### config.mk
export PLATFORM = sky130hd
export DESIGN_NAME = capture_record_formatter
export DESIGN_NICKNAME = d
export VERILOG_FILES = /design/src/logic/capture_pkg.sv /design/src/logic/record_packer.sv /design/src/logic/capture_record_formatter.sv
export SDC_FILE = /design/constraint.sdc
export NUM_CORES = 1
export LEC_CHECK = 0
export BUFFER_PORTS_ARGS = -buffer_cell sky130_fd_sc_hd__buf_2
export CAP_MARGIN = 15
export CORE_AREA = 2 2 156 158
export CTS_CLUSTER_SIZE = 12
export DETAILED_ROUTE_END_ITERATION = 7
export DIE_AREA = 0 0 158 160
export GPL_ROUTABILITY_DRIVEN = 0
export PLACE_DENSITY = 0.84
export SLEW_MARGIN = 20
export SYNTH_ARGS = -nofsm -noshare
export SYNTH_HDL_FRONTEND = slang
export SYNTH_HIERARCHICAL = 1
export SYNTH_SLANG_ARGS = --single-unit
### constraint.sdc
create_clock -name ref_clk_i -period 4.55 [get_ports ref_clk_i]
set_input_delay 0.455 -clock ref_clk_i [delete_from_list [all_inputs] [get_ports ref_clk_i]]
set_output_delay 0.455 -clock ref_clk_i [all_outputs]
set_load 0.02 [all_outputs]
### src/logic/capture_pkg.sv
// Constants, register map and carrier types for the capture record formatter
package capture_pkg;
    // Register indices on the plain register port
    localparam logic [3:0] REG_CTRL = 4'h0;
    localparam logic [3:0] REG_SNAP = 4'h1;
    localparam logic [3:0] REG_CMD = 4'h2;
    localparam logic [3:0] REG_STATUS = 4'h3;
    localparam logic [3:0] REG_PORT_DROP = 4'h4;
    localparam logic [3:0] REG_STREAM_DROP = 4'h5;
    // Control register bit positions
    localparam int CTRL_ENABLE = 0;
    localparam int CTRL_CRCSTRIP = 1;
    localparam int CTRL_DECOUPLED = 2;
    localparam int CTRL_EQUIP_LB = 3;
    localparam int CTRL_FAC_LB = 4;
    localparam int CTRL_LASER = 5;
    localparam int CTRL_CLK_MASTER = 6;
    localparam int CTRL_OVERLAP = 7;
    localparam int CTRL_W = 8;
    // Control reset value: port enabled, everything else off
    localparam logic [CTRL_W-1:0] CTRL_RESET = 8'h01;
    // Command register bits
    localparam int CMD_IMAGE_RESET = 0;
    localparam int CMD_DEFAULT = 1;
    localparam int CMD_START = 2;
    // Snap length limits and default, bytes
    localparam logic [13:0] SNAP_MIN = 14'h0030;
    localparam logic [13:0] SNAP_MAX = 14'h2580;
    localparam logic [13:0] SNAP_RESET = 14'h0030;
    // Record header sizes and FCS length, bytes
    localparam logic [13:0] HDR_LEN = 14'h0012;
    localparam logic [13:0] HDR_STD = 14'h0010;
    localparam logic [13:0] FCS_LEN = 14'h0004;

    // Received byte stream carrier
    typedef struct packed {
        logic valid;
        logic [7:0] data;
        logic last;
    } rx_byte_t;

    // Record word carrier toward the host bus
    typedef struct packed {
        logic valid;
        logic [63:0] data;
        logic last;
    } rec_word_t;

    // Register port request
    typedef struct packed {
        logic wr;
        logic rd;
        logic [3:0] addr;
        logic [31:0] wdata;
    } reg_req_t;
endpackage

### src/logic/record_packer.sv
// Packs header bytes into 64-bit record words, zero padded
`timescale 1ns/100ps
module record_packer
    import capture_pkg::*;
(
    input wire logic ref_clk_i,
    input wire logic sys_rst_i,
    input wire logic byte_vld_i,
    input wire logic [7:0] byte_i,
    input wire logic byte_last_i,
    output rec_word_t word_o
);
    typedef struct packed {
        logic [63:0] acc;
        logic [2:0] idx;
        rec_word_t out;
    } pk_state_t;

    pk_state_t st_ff;
    pk_state_t nxt_st;

    // Fill bytes little end first; flush on last byte with zero padding
    always_comb
    begin
        nxt_st = st_ff;
        nxt_st.out.valid = 1'b0;
        nxt_st.out.last = 1'b0;
        if (byte_vld_i)
        begin
            nxt_st.acc[{st_ff.idx, 3'h0} +: 8] = byte_i;
            nxt_st.idx = st_ff.idx + 3'h1;
            if (byte_last_i || st_ff.idx == 3'h7)
            begin
                nxt_st.out.valid = 1'b1;
                nxt_st.out.data = nxt_st.acc;
                nxt_st.out.last = byte_last_i;
                nxt_st.acc = 64'h0;
                nxt_st.idx = 3'h0;
            end
        end
    end

    // State register
    always_ff @(posedge ref_clk_i)
    begin
        if (sys_rst_i)
            st_ff <= '0;
        else
            st_ff <= nxt_st;
    end

    assign word_o = st_ff.out;
endmodule

### src/logic/capture_record_formatter.sv
// Receive capture path: snap, FCS strip, record framing and drop accounting
//
// Functional notes
// Snap length is a multiple of 8 within 48..9600; others refused.
// Snap length defaults to 48 after initialization.
// Longer frames are cut to snap length; shorter kept whole. The code keeps no body bytes, only the stored length field.
// Record header is 18 bytes; payload at most snap minus 2.
// Header not counted in snap; record is 16 plus snap bytes. The code emits only the 18-byte header, padded to 24.
// Records padded to a multiple of 8 bytes, always.
// FCS stripping drops FCS from body and from wire length.
// Decoupled mode: full stream drops frame at its burst manager.
// Coupled mode: streams stall together; port drops frames.
// Coupled mode port drop count cleared by image reset.
// Decoupled mode stream drop count cleared on capture start.
// Port capture enable, set by default, blocks capture when clear.
// Equipment loopback returns host transmit data to host side.
// Facility loopback retransmits received data and still captures.
// Laser control switches the transmit laser.
// Read-only lock indication reports receive signal lock.
// Clock source select: recovered or on-card reference clock.
// Image reset restarts datapath, clears port drops, keeps config. The code does not reset the record packer.
// Default command returns all settings to their defaults.
// Host issues default command after each reprogramming.
// Host keeps buffer split fixed while traffic runs.
// Overlap makes receive and transmit buffers share memory.
//
// The address-and-strobe port and the register addresses were left to the implementer.
`timescale 1ns/100ps
module capture_record_formatter
    import capture_pkg::*;
#(
    parameter int DROP_W = 32
)
(
    input wire logic ref_clk_i,
    input wire logic sys_rst_i,
    // Register port
    input wire reg_req_t reg_req_i,
    output logic [31:0] reg_rdata_o,
    // Received line bytes with frame end
    input wire rx_byte_t rx_i,
    input wire logic rx_lock_i,
    // Host side acceptance of record words
    input wire logic host_ready_i,
    input wire logic stream_ready_i,
    output rec_word_t rec_o,
    output logic rx_ready_o,
    // Host transmit data and line transmit
    input wire rx_byte_t host_tx_i,
    output rx_byte_t line_tx_o,
    output rx_byte_t host_lb_o,
    output logic laser_on_o,
    output logic tx_clk_master_o,
    output logic buf_overlap_o
);
    initial
    begin
        if (DROP_W < 1 || DROP_W > 32)
            $error("DROP_W must be 1 to 32");
    end

    typedef enum logic [1:0] {S_IDLE, S_HDR, S_BODY, S_SKIP} ph_t;

    typedef struct packed {
        logic [CTRL_W-1:0] ctrl;
        logic [13:0] snap;
        ph_t ph;
        logic [4:0] hidx;
        logic [13:0] taken;
        logic [13:0] wlen;
        logic [7:0] hold;
        logic hold_vld;
        logic [DROP_W-1:0] port_drop;
        logic [DROP_W-1:0] stream_drop;
        logic [31:0] rdata;
    } state_t;

    state_t st_ff;
    state_t nxt_st;
    logic pk_vld;
    logic [7:0] pk_byte;
    logic pk_last;
    logic snap_ok;
    logic [13:0] snap_body;
    logic [13:0] fcs_cut;
    logic [13:0] wr_snap;

    ////////////////////////////////////////////////////////////////////////
    // Snap length check for writes
    assign wr_snap = reg_req_i.wdata[13:0];
    assign snap_ok = (wr_snap[2:0] == 3'h0) && (wr_snap >= SNAP_MIN)
        && (wr_snap <= SNAP_MAX) && (reg_req_i.wdata[31:14] == 18'h0);
    // Body budget: header overflow beyond 16 bytes eats into payload
    assign snap_body = st_ff.snap - (HDR_LEN - HDR_STD);
    assign fcs_cut = st_ff.ctrl[CTRL_CRCSTRIP] ? FCS_LEN : 14'h0;

    ////////////////////////////////////////////////////////////////////////
    // Next state
    always_comb
    begin
        nxt_st = st_ff;
        pk_vld = 1'b0;
        pk_byte = 8'h0;
        pk_last = 1'b0;
        nxt_st.rdata = 32'h0;

        // Register writes
        if (reg_req_i.wr)
        begin
            case (reg_req_i.addr)
                REG_CTRL: nxt_st.ctrl = reg_req_i.wdata[CTRL_W-1:0];
                REG_SNAP:
                begin
                    if (snap_ok)
                        nxt_st.snap = wr_snap;
                end
                default: ;
            endcase
        end

        // Register reads, data stand one cycle later
        if (reg_req_i.rd)
        begin
            case (reg_req_i.addr)
                REG_CTRL: nxt_st.rdata = {{(32-CTRL_W){1'b0}}, st_ff.ctrl};
                REG_SNAP: nxt_st.rdata = {18'h0, st_ff.snap};
                REG_STATUS: nxt_st.rdata = {31'h0, rx_lock_i};
                REG_PORT_DROP:
                    nxt_st.rdata = 32'(st_ff.port_drop);
                REG_STREAM_DROP:
                    nxt_st.rdata = 32'(st_ff.stream_drop);
                default: nxt_st.rdata = 32'h0;
            endcase
        end

        // Receive phase machine
        case (st_ff.ph)
            S_IDLE:
            begin
                if (rx_i.valid && st_ff.ctrl[CTRL_ENABLE])
                begin
                    if (!st_ff.ctrl[CTRL_DECOUPLED] && !host_ready_i)
                    begin
                        // Coupled: port refuses whole frame
                        nxt_st.port_drop =
                            DROP_W'(st_ff.port_drop + 1'b1);
                        nxt_st.ph = rx_i.last ? S_IDLE : S_SKIP;
                    end
                    else if (st_ff.ctrl[CTRL_DECOUPLED] && !stream_ready_i)
                    begin
                        // Decoupled: this stream alone drops the frame
                        nxt_st.stream_drop =
                            DROP_W'(st_ff.stream_drop + 1'b1);
                        nxt_st.ph = rx_i.last ? S_IDLE : S_SKIP;
                    end
                    else
                    begin
                        nxt_st.hold = rx_i.data;
                        nxt_st.hold_vld = 1'b1;
                        nxt_st.taken = 14'h1;
                        nxt_st.wlen = 14'h1;
                        nxt_st.hidx = 5'h0;
                        nxt_st.ph = S_BODY;
                        if (rx_i.last)
                            nxt_st.ph = S_HDR;
                    end
                end
                else if (rx_i.valid && !rx_i.last)
                    nxt_st.ph = S_SKIP;
            end
            S_SKIP:
            begin
                if (rx_i.valid && rx_i.last)
                    nxt_st.ph = S_IDLE;
            end
            S_BODY:
            begin
                // Count whole frame for wire length; body bytes are not stored
                if (rx_i.valid)
                begin
                    nxt_st.wlen = st_ff.wlen + 14'h1;
                    if (rx_i.last)
                        nxt_st.ph = S_HDR;
                end
            end
            S_HDR:
            begin
                // Emit header bytes: wire length, stored length, then zero fields
                if (host_ready_i || st_ff.ctrl[CTRL_DECOUPLED])
                begin
                    pk_vld = 1'b1;
                    if (st_ff.hidx == 5'h0)
                        pk_byte = 8'((st_ff.wlen - fcs_cut) >> 8);
                    else if (st_ff.hidx == 5'h1)
                        pk_byte = 8'(st_ff.wlen - fcs_cut);
                    else if (st_ff.hidx == 5'h2)
                    begin
                        // Stored length: captured body only, cut to the body budget
                        if (st_ff.wlen - fcs_cut > snap_body)
                            pk_byte = 8'(snap_body);
                        else
                            pk_byte = 8'(st_ff.wlen - fcs_cut);
                    end
                    else
                        pk_byte = 8'h0;
                    nxt_st.hidx = st_ff.hidx + 5'h1;
                    if (st_ff.hidx == 5'(HDR_LEN - 14'h1))
                    begin
                        pk_last = 1'b1;
                        nxt_st.ph = S_IDLE;
                    end
                end
            end
            default: nxt_st.ph = S_IDLE;
        endcase

        // Commands; clear wins over set by events
        if (reg_req_i.wr && reg_req_i.addr == REG_CMD)
        begin
            if (reg_req_i.wdata[CMD_START])
                nxt_st.stream_drop = '0;
            if (reg_req_i.wdata[CMD_IMAGE_RESET])
            begin
                nxt_st.port_drop = '0;
                nxt_st.ph = S_IDLE;
                nxt_st.hold_vld = 1'b0;
            end
            if (reg_req_i.wdata[CMD_DEFAULT])
            begin
                nxt_st.ctrl = CTRL_RESET;
                nxt_st.snap = SNAP_RESET;
            end
        end
    end

    ////////////////////////////////////////////////////////////////////////
    // State register
    always_ff @(posedge ref_clk_i)
    begin
        if (sys_rst_i)
        begin
            st_ff <= '0;
            st_ff.ctrl <= CTRL_RESET;
            st_ff.snap <= SNAP_RESET;
        end
        else
            st_ff <= nxt_st;
    end

    ////////////////////////////////////////////////////////////////////////
    // Record packer, pads to 64-bit words
    record_packer u_packer (
        .ref_clk_i(ref_clk_i),
        .sys_rst_i(sys_rst_i),
        .byte_vld_i(pk_vld),
        .byte_i(pk_byte),
        .byte_last_i(pk_last),
        .word_o(rec_o)
    );

    ////////////////////////////////////////////////////////////////////////
    // Loopbacks and line controls
    always_comb
    begin
        line_tx_o = '0;
        host_lb_o = '0;
        if (st_ff.ctrl[CTRL_FAC_LB])
            line_tx_o = rx_i;
        else if (!st_ff.ctrl[CTRL_EQUIP_LB])
            line_tx_o = host_tx_i;
        if (st_ff.ctrl[CTRL_EQUIP_LB])
            host_lb_o = host_tx_i;
    end

    assign laser_on_o = st_ff.ctrl[CTRL_LASER];
    assign tx_clk_master_o = st_ff.ctrl[CTRL_CLK_MASTER];
    assign buf_overlap_o = st_ff.ctrl[CTRL_OVERLAP];
    // Coupled mode: line paced by slowest stream
    assign rx_ready_o = st_ff.ctrl[CTRL_DECOUPLED] ? 1'b1 : host_ready_i;
    assign reg_rdata_o = st_ff.rdata;
endmodule

==> summary.md <==
| Metric | Value |
|---|---|
| Post-detail-place hpwl | `~24 mm` |
| Endpoints failing hold | `0` |
| Post-Syn Area per Cell | `9.024 sq um` |
| Post-synthesis cell area | `13540 sq um` |
| Global-route wire length before repair | `56.28 mm` |
| Area grow syn2layout | `9.743%` |
| Dominant synthesized flop cell | `dfxtp_1` |
| Post-Syn Instances | `1500` |
| Period utilization | `95.97%` |
| Drt drc | `2` |
| Port Buffers | `between 150 and 200` |
| Area occupied by multi-input gates | `about 6800 sq um` |
| Via density | `6.173` |
| Largest net degree at the start of global routing | `67` |
| FP Rows | `57` |
| Post-synth EDFFs | `0` |
| Clock buffer depth | `3` |
| Outcome | `finished with violations` |
| Synth Register Bits | `272` |
| Clock-pin slew on the worst setup and hold paths | `0.06 ns` |
| Vias | `11650` |
| Grt ovf | `0` |
| Cell variety after synth | `a little over 80` |
| Layout cells sized above 1 | `roughly a fifth` |
| Crit path kind | `flip-flop to flip-flop` |
| Max Fclk | `between 200 and 250 MHz` |
| Slew HR | `40.72%` |
| Final core utilization | `62.36%` |
| Number of clock sinks | `272` |
| Critical path arrival | `4.79 ns` |
| Worst hold margin | `0.1768 ns` |
| Register Area | `5445 sq um` |
| NumNets Final | `1641` |
| CTS tree | `yes` |
| Leak | `0.005792 uW` |
| Wire per inst | `18.49 microns` |
| Detail Route Antenna Nets | `0` |
| Pre-CTS setup slack | `-0.1527 ns` |
| Setup ws final | `0.1834 ns` |
| Io pins | `185` |
| Yosys warnings | `6` |
| Final setup fails | `0` |
| Startpoint Class | `flip-flop` |
| Total iterations of the first detailed-routing run | `8` |
| Initial antenna violation count | `0` |
| Post-synthesis sequential area ratio | `40.23%` |
| Initial core utilization | `56.82%` |
| Fin. max-slew vios | `0` |
| Post-Syn Nets | `1594` |
| # fillers | `1918` |
| Shortest period the worst path allows | `4.367 ns` |
| Critical Path Fanout Max | `14` |
| Asr flop ratio synth | `0%` |
| Antenna Diode Count | `0` |
| H-tree depth | `1` |
| Vias in the first global route | `11040` |
| Fin Setup TNS | `0 ns` |
| Initial DRC count | `1172` |
| Core area | `23820 sq um` |
| Num CTS Buffers | `29` |
| Final worst clock skew | `around 0.011 ns` |
| Global-route usage over all layers | `26.93%` |
| Die H | `160 microns` |
| Worst vdd ir | `0.0002658 V` |
| Final wirelength | `34.90 mm` |
| Min-delay worst type | `input pin to flip-flop` |
| Worst slew pin tran | `~0.89 ns` |
| Failing checks | `design-rule violations` |
| Die X | `~160 microns` |
| Setup slack, reg-to-reg | `0.18 ns` |
| Root Driver | `clkbuf_16` |
| Clock Latency Late Sink | `0.54 ns` |
| Max capacitance violation total | `0` |
| CP endpoint kind | `flip-flop` |
| Die area | `approximately 25000 sq um` |
| Req. time, crit path | `4.97 ns` |
| P per Cell Area | `326.0 nW/um^2` |
## worst max-delay path, cell delays in order (launching register included)
cell,delay [ns]
dfxtp_1,0.34
inv_1,0.10
ha_1,0.17
ha_1,0.17
or3b_1,0.43
o31ai_1,0.32
nand2_1,0.10
ha_1,0.35
nand4_1,0.22
o41ai_4,0.43
inv_1,0.15
o31ai_4,0.14
mux2_2,0.40
o21ai_1,0.23
buf_12,0.19
a21oi_1,0.10
a2111oi_1,0.40
## stage by stage
step / total power, uW / cell area, sq um / instances
6_report: 4842 / 14850 / 1887
5_1_grt: 4977 / 14850 / 1887
4_1_cts: 4855 / 14790 / 1884
3_5_place_dp: 2692 / 13910 / 1837
3_3_place_gp: 2686 / 13910 / 1837
2_1_floorplan: 2609 / 13540 / 1500
## synth_stat cells, types with 18 or more instances
cell	count	area, sq um
dfxtp_1	272	5445
a22oi_1	18	135.1
o21ai_0	39	195.2
xor2_1	54	473.0
nand4_1	26	162.7
o21bai_1	18	135.1
buf_4	103	773.2
nand3_1	68	340.3
a311oi_1	24	210.2
clkbuf_1	46	172.7
a32o_1	23	230.2
a21oi_1	51	255.2
nor2_1	184	690.7
xnor2_1	38	332.8
ha_1	31	387.9
nor3_1	39	195.2
nand2_1	74	277.8
inv_1	45	168.9
nor4_1	18	112.6
buf_2	32	160.2
a22o_1	50	437.9
## where the power goes
group	internal, uW	total, uW	switching, uW
Clock	1260	2190	930
Sequential	2390	2400	12.5
Combinational	83.6	254	171
## final timing paths
kind,depth (start not counted),end,from
setup / recovery,16,u_packer/word_o[12],st_ff[107]
hold / removal,2,st_ff[139],rx_i[0]
setup reg to reg,16,u_packer/word_o[12],st_ff[107]
hold reg to reg,1,u_packer/st_ff[104],u_packer/st_ff[104]
## state kept, by name, summed over array words and instances (netlist names)
name and cells:
buf_overlap_o 1, laser_on_o 1, reg_rdata_o 32, st_ff 104
tx_clk_master_o 1, u_packer/st_ff 67, u_packer/word_o 66
## timing repair
item,in CTS,in global routing
hold buffers,0,0
pin swaps,0,3
setup endpoints to repair,11,60
resized for setup,1,5
hold endpoints to repair,0,0
setup buffers,0,3
## cell families (layout without fill, tap and decap cells)
kind of cell / after synthesis / count (layout) / synth area share (%)
fa+ha+maj: 31 / 31 / 2.866
xor+xnor: 92 / 92 / 5.953
buf+inv: 240 / 303 / 10.14
mux: 17 / 17 / 1.276
compound gates: 324 / 324 / 19.43
simple gates: 524 / 524 / 20.11
flops: 272 / 272 / 40.23
## cell usage in the layout (no fill, tap or decap), types with 25 or more instances in the layout
master and n:
ha_1 31, nand3_1 67, nor3_1 39, buf_2 183, nand4_1 26, buf_4 25, inv_1 45, dfxtp_1 272
a22o_1 50, clkbuf_16 29, a21oi_1 51, xnor2_1 38, o21ai_0 38, xor2_1 54, nand2_1 74, nor2_1 184
## per-layer routing
layer  share of wire [%]  global-route usage (%)
met1                  42                   35.93
met2                  48                   43.95
met3                 7.2                   4.043
met4                 3.5                   10.24
met5                   0                       0
## final cells by class
cell class              instances  area share (%)
clock buffers                  41           5.593
flip-flops and latches        272           36.66
inverters                      45           1.137
well taps                     324           2.729
repair buffers                211           7.834
clock inverters                 6          0.2864
multi-input cells             988           45.76
No activity file was read; power rests on OpenSTA's default activity.
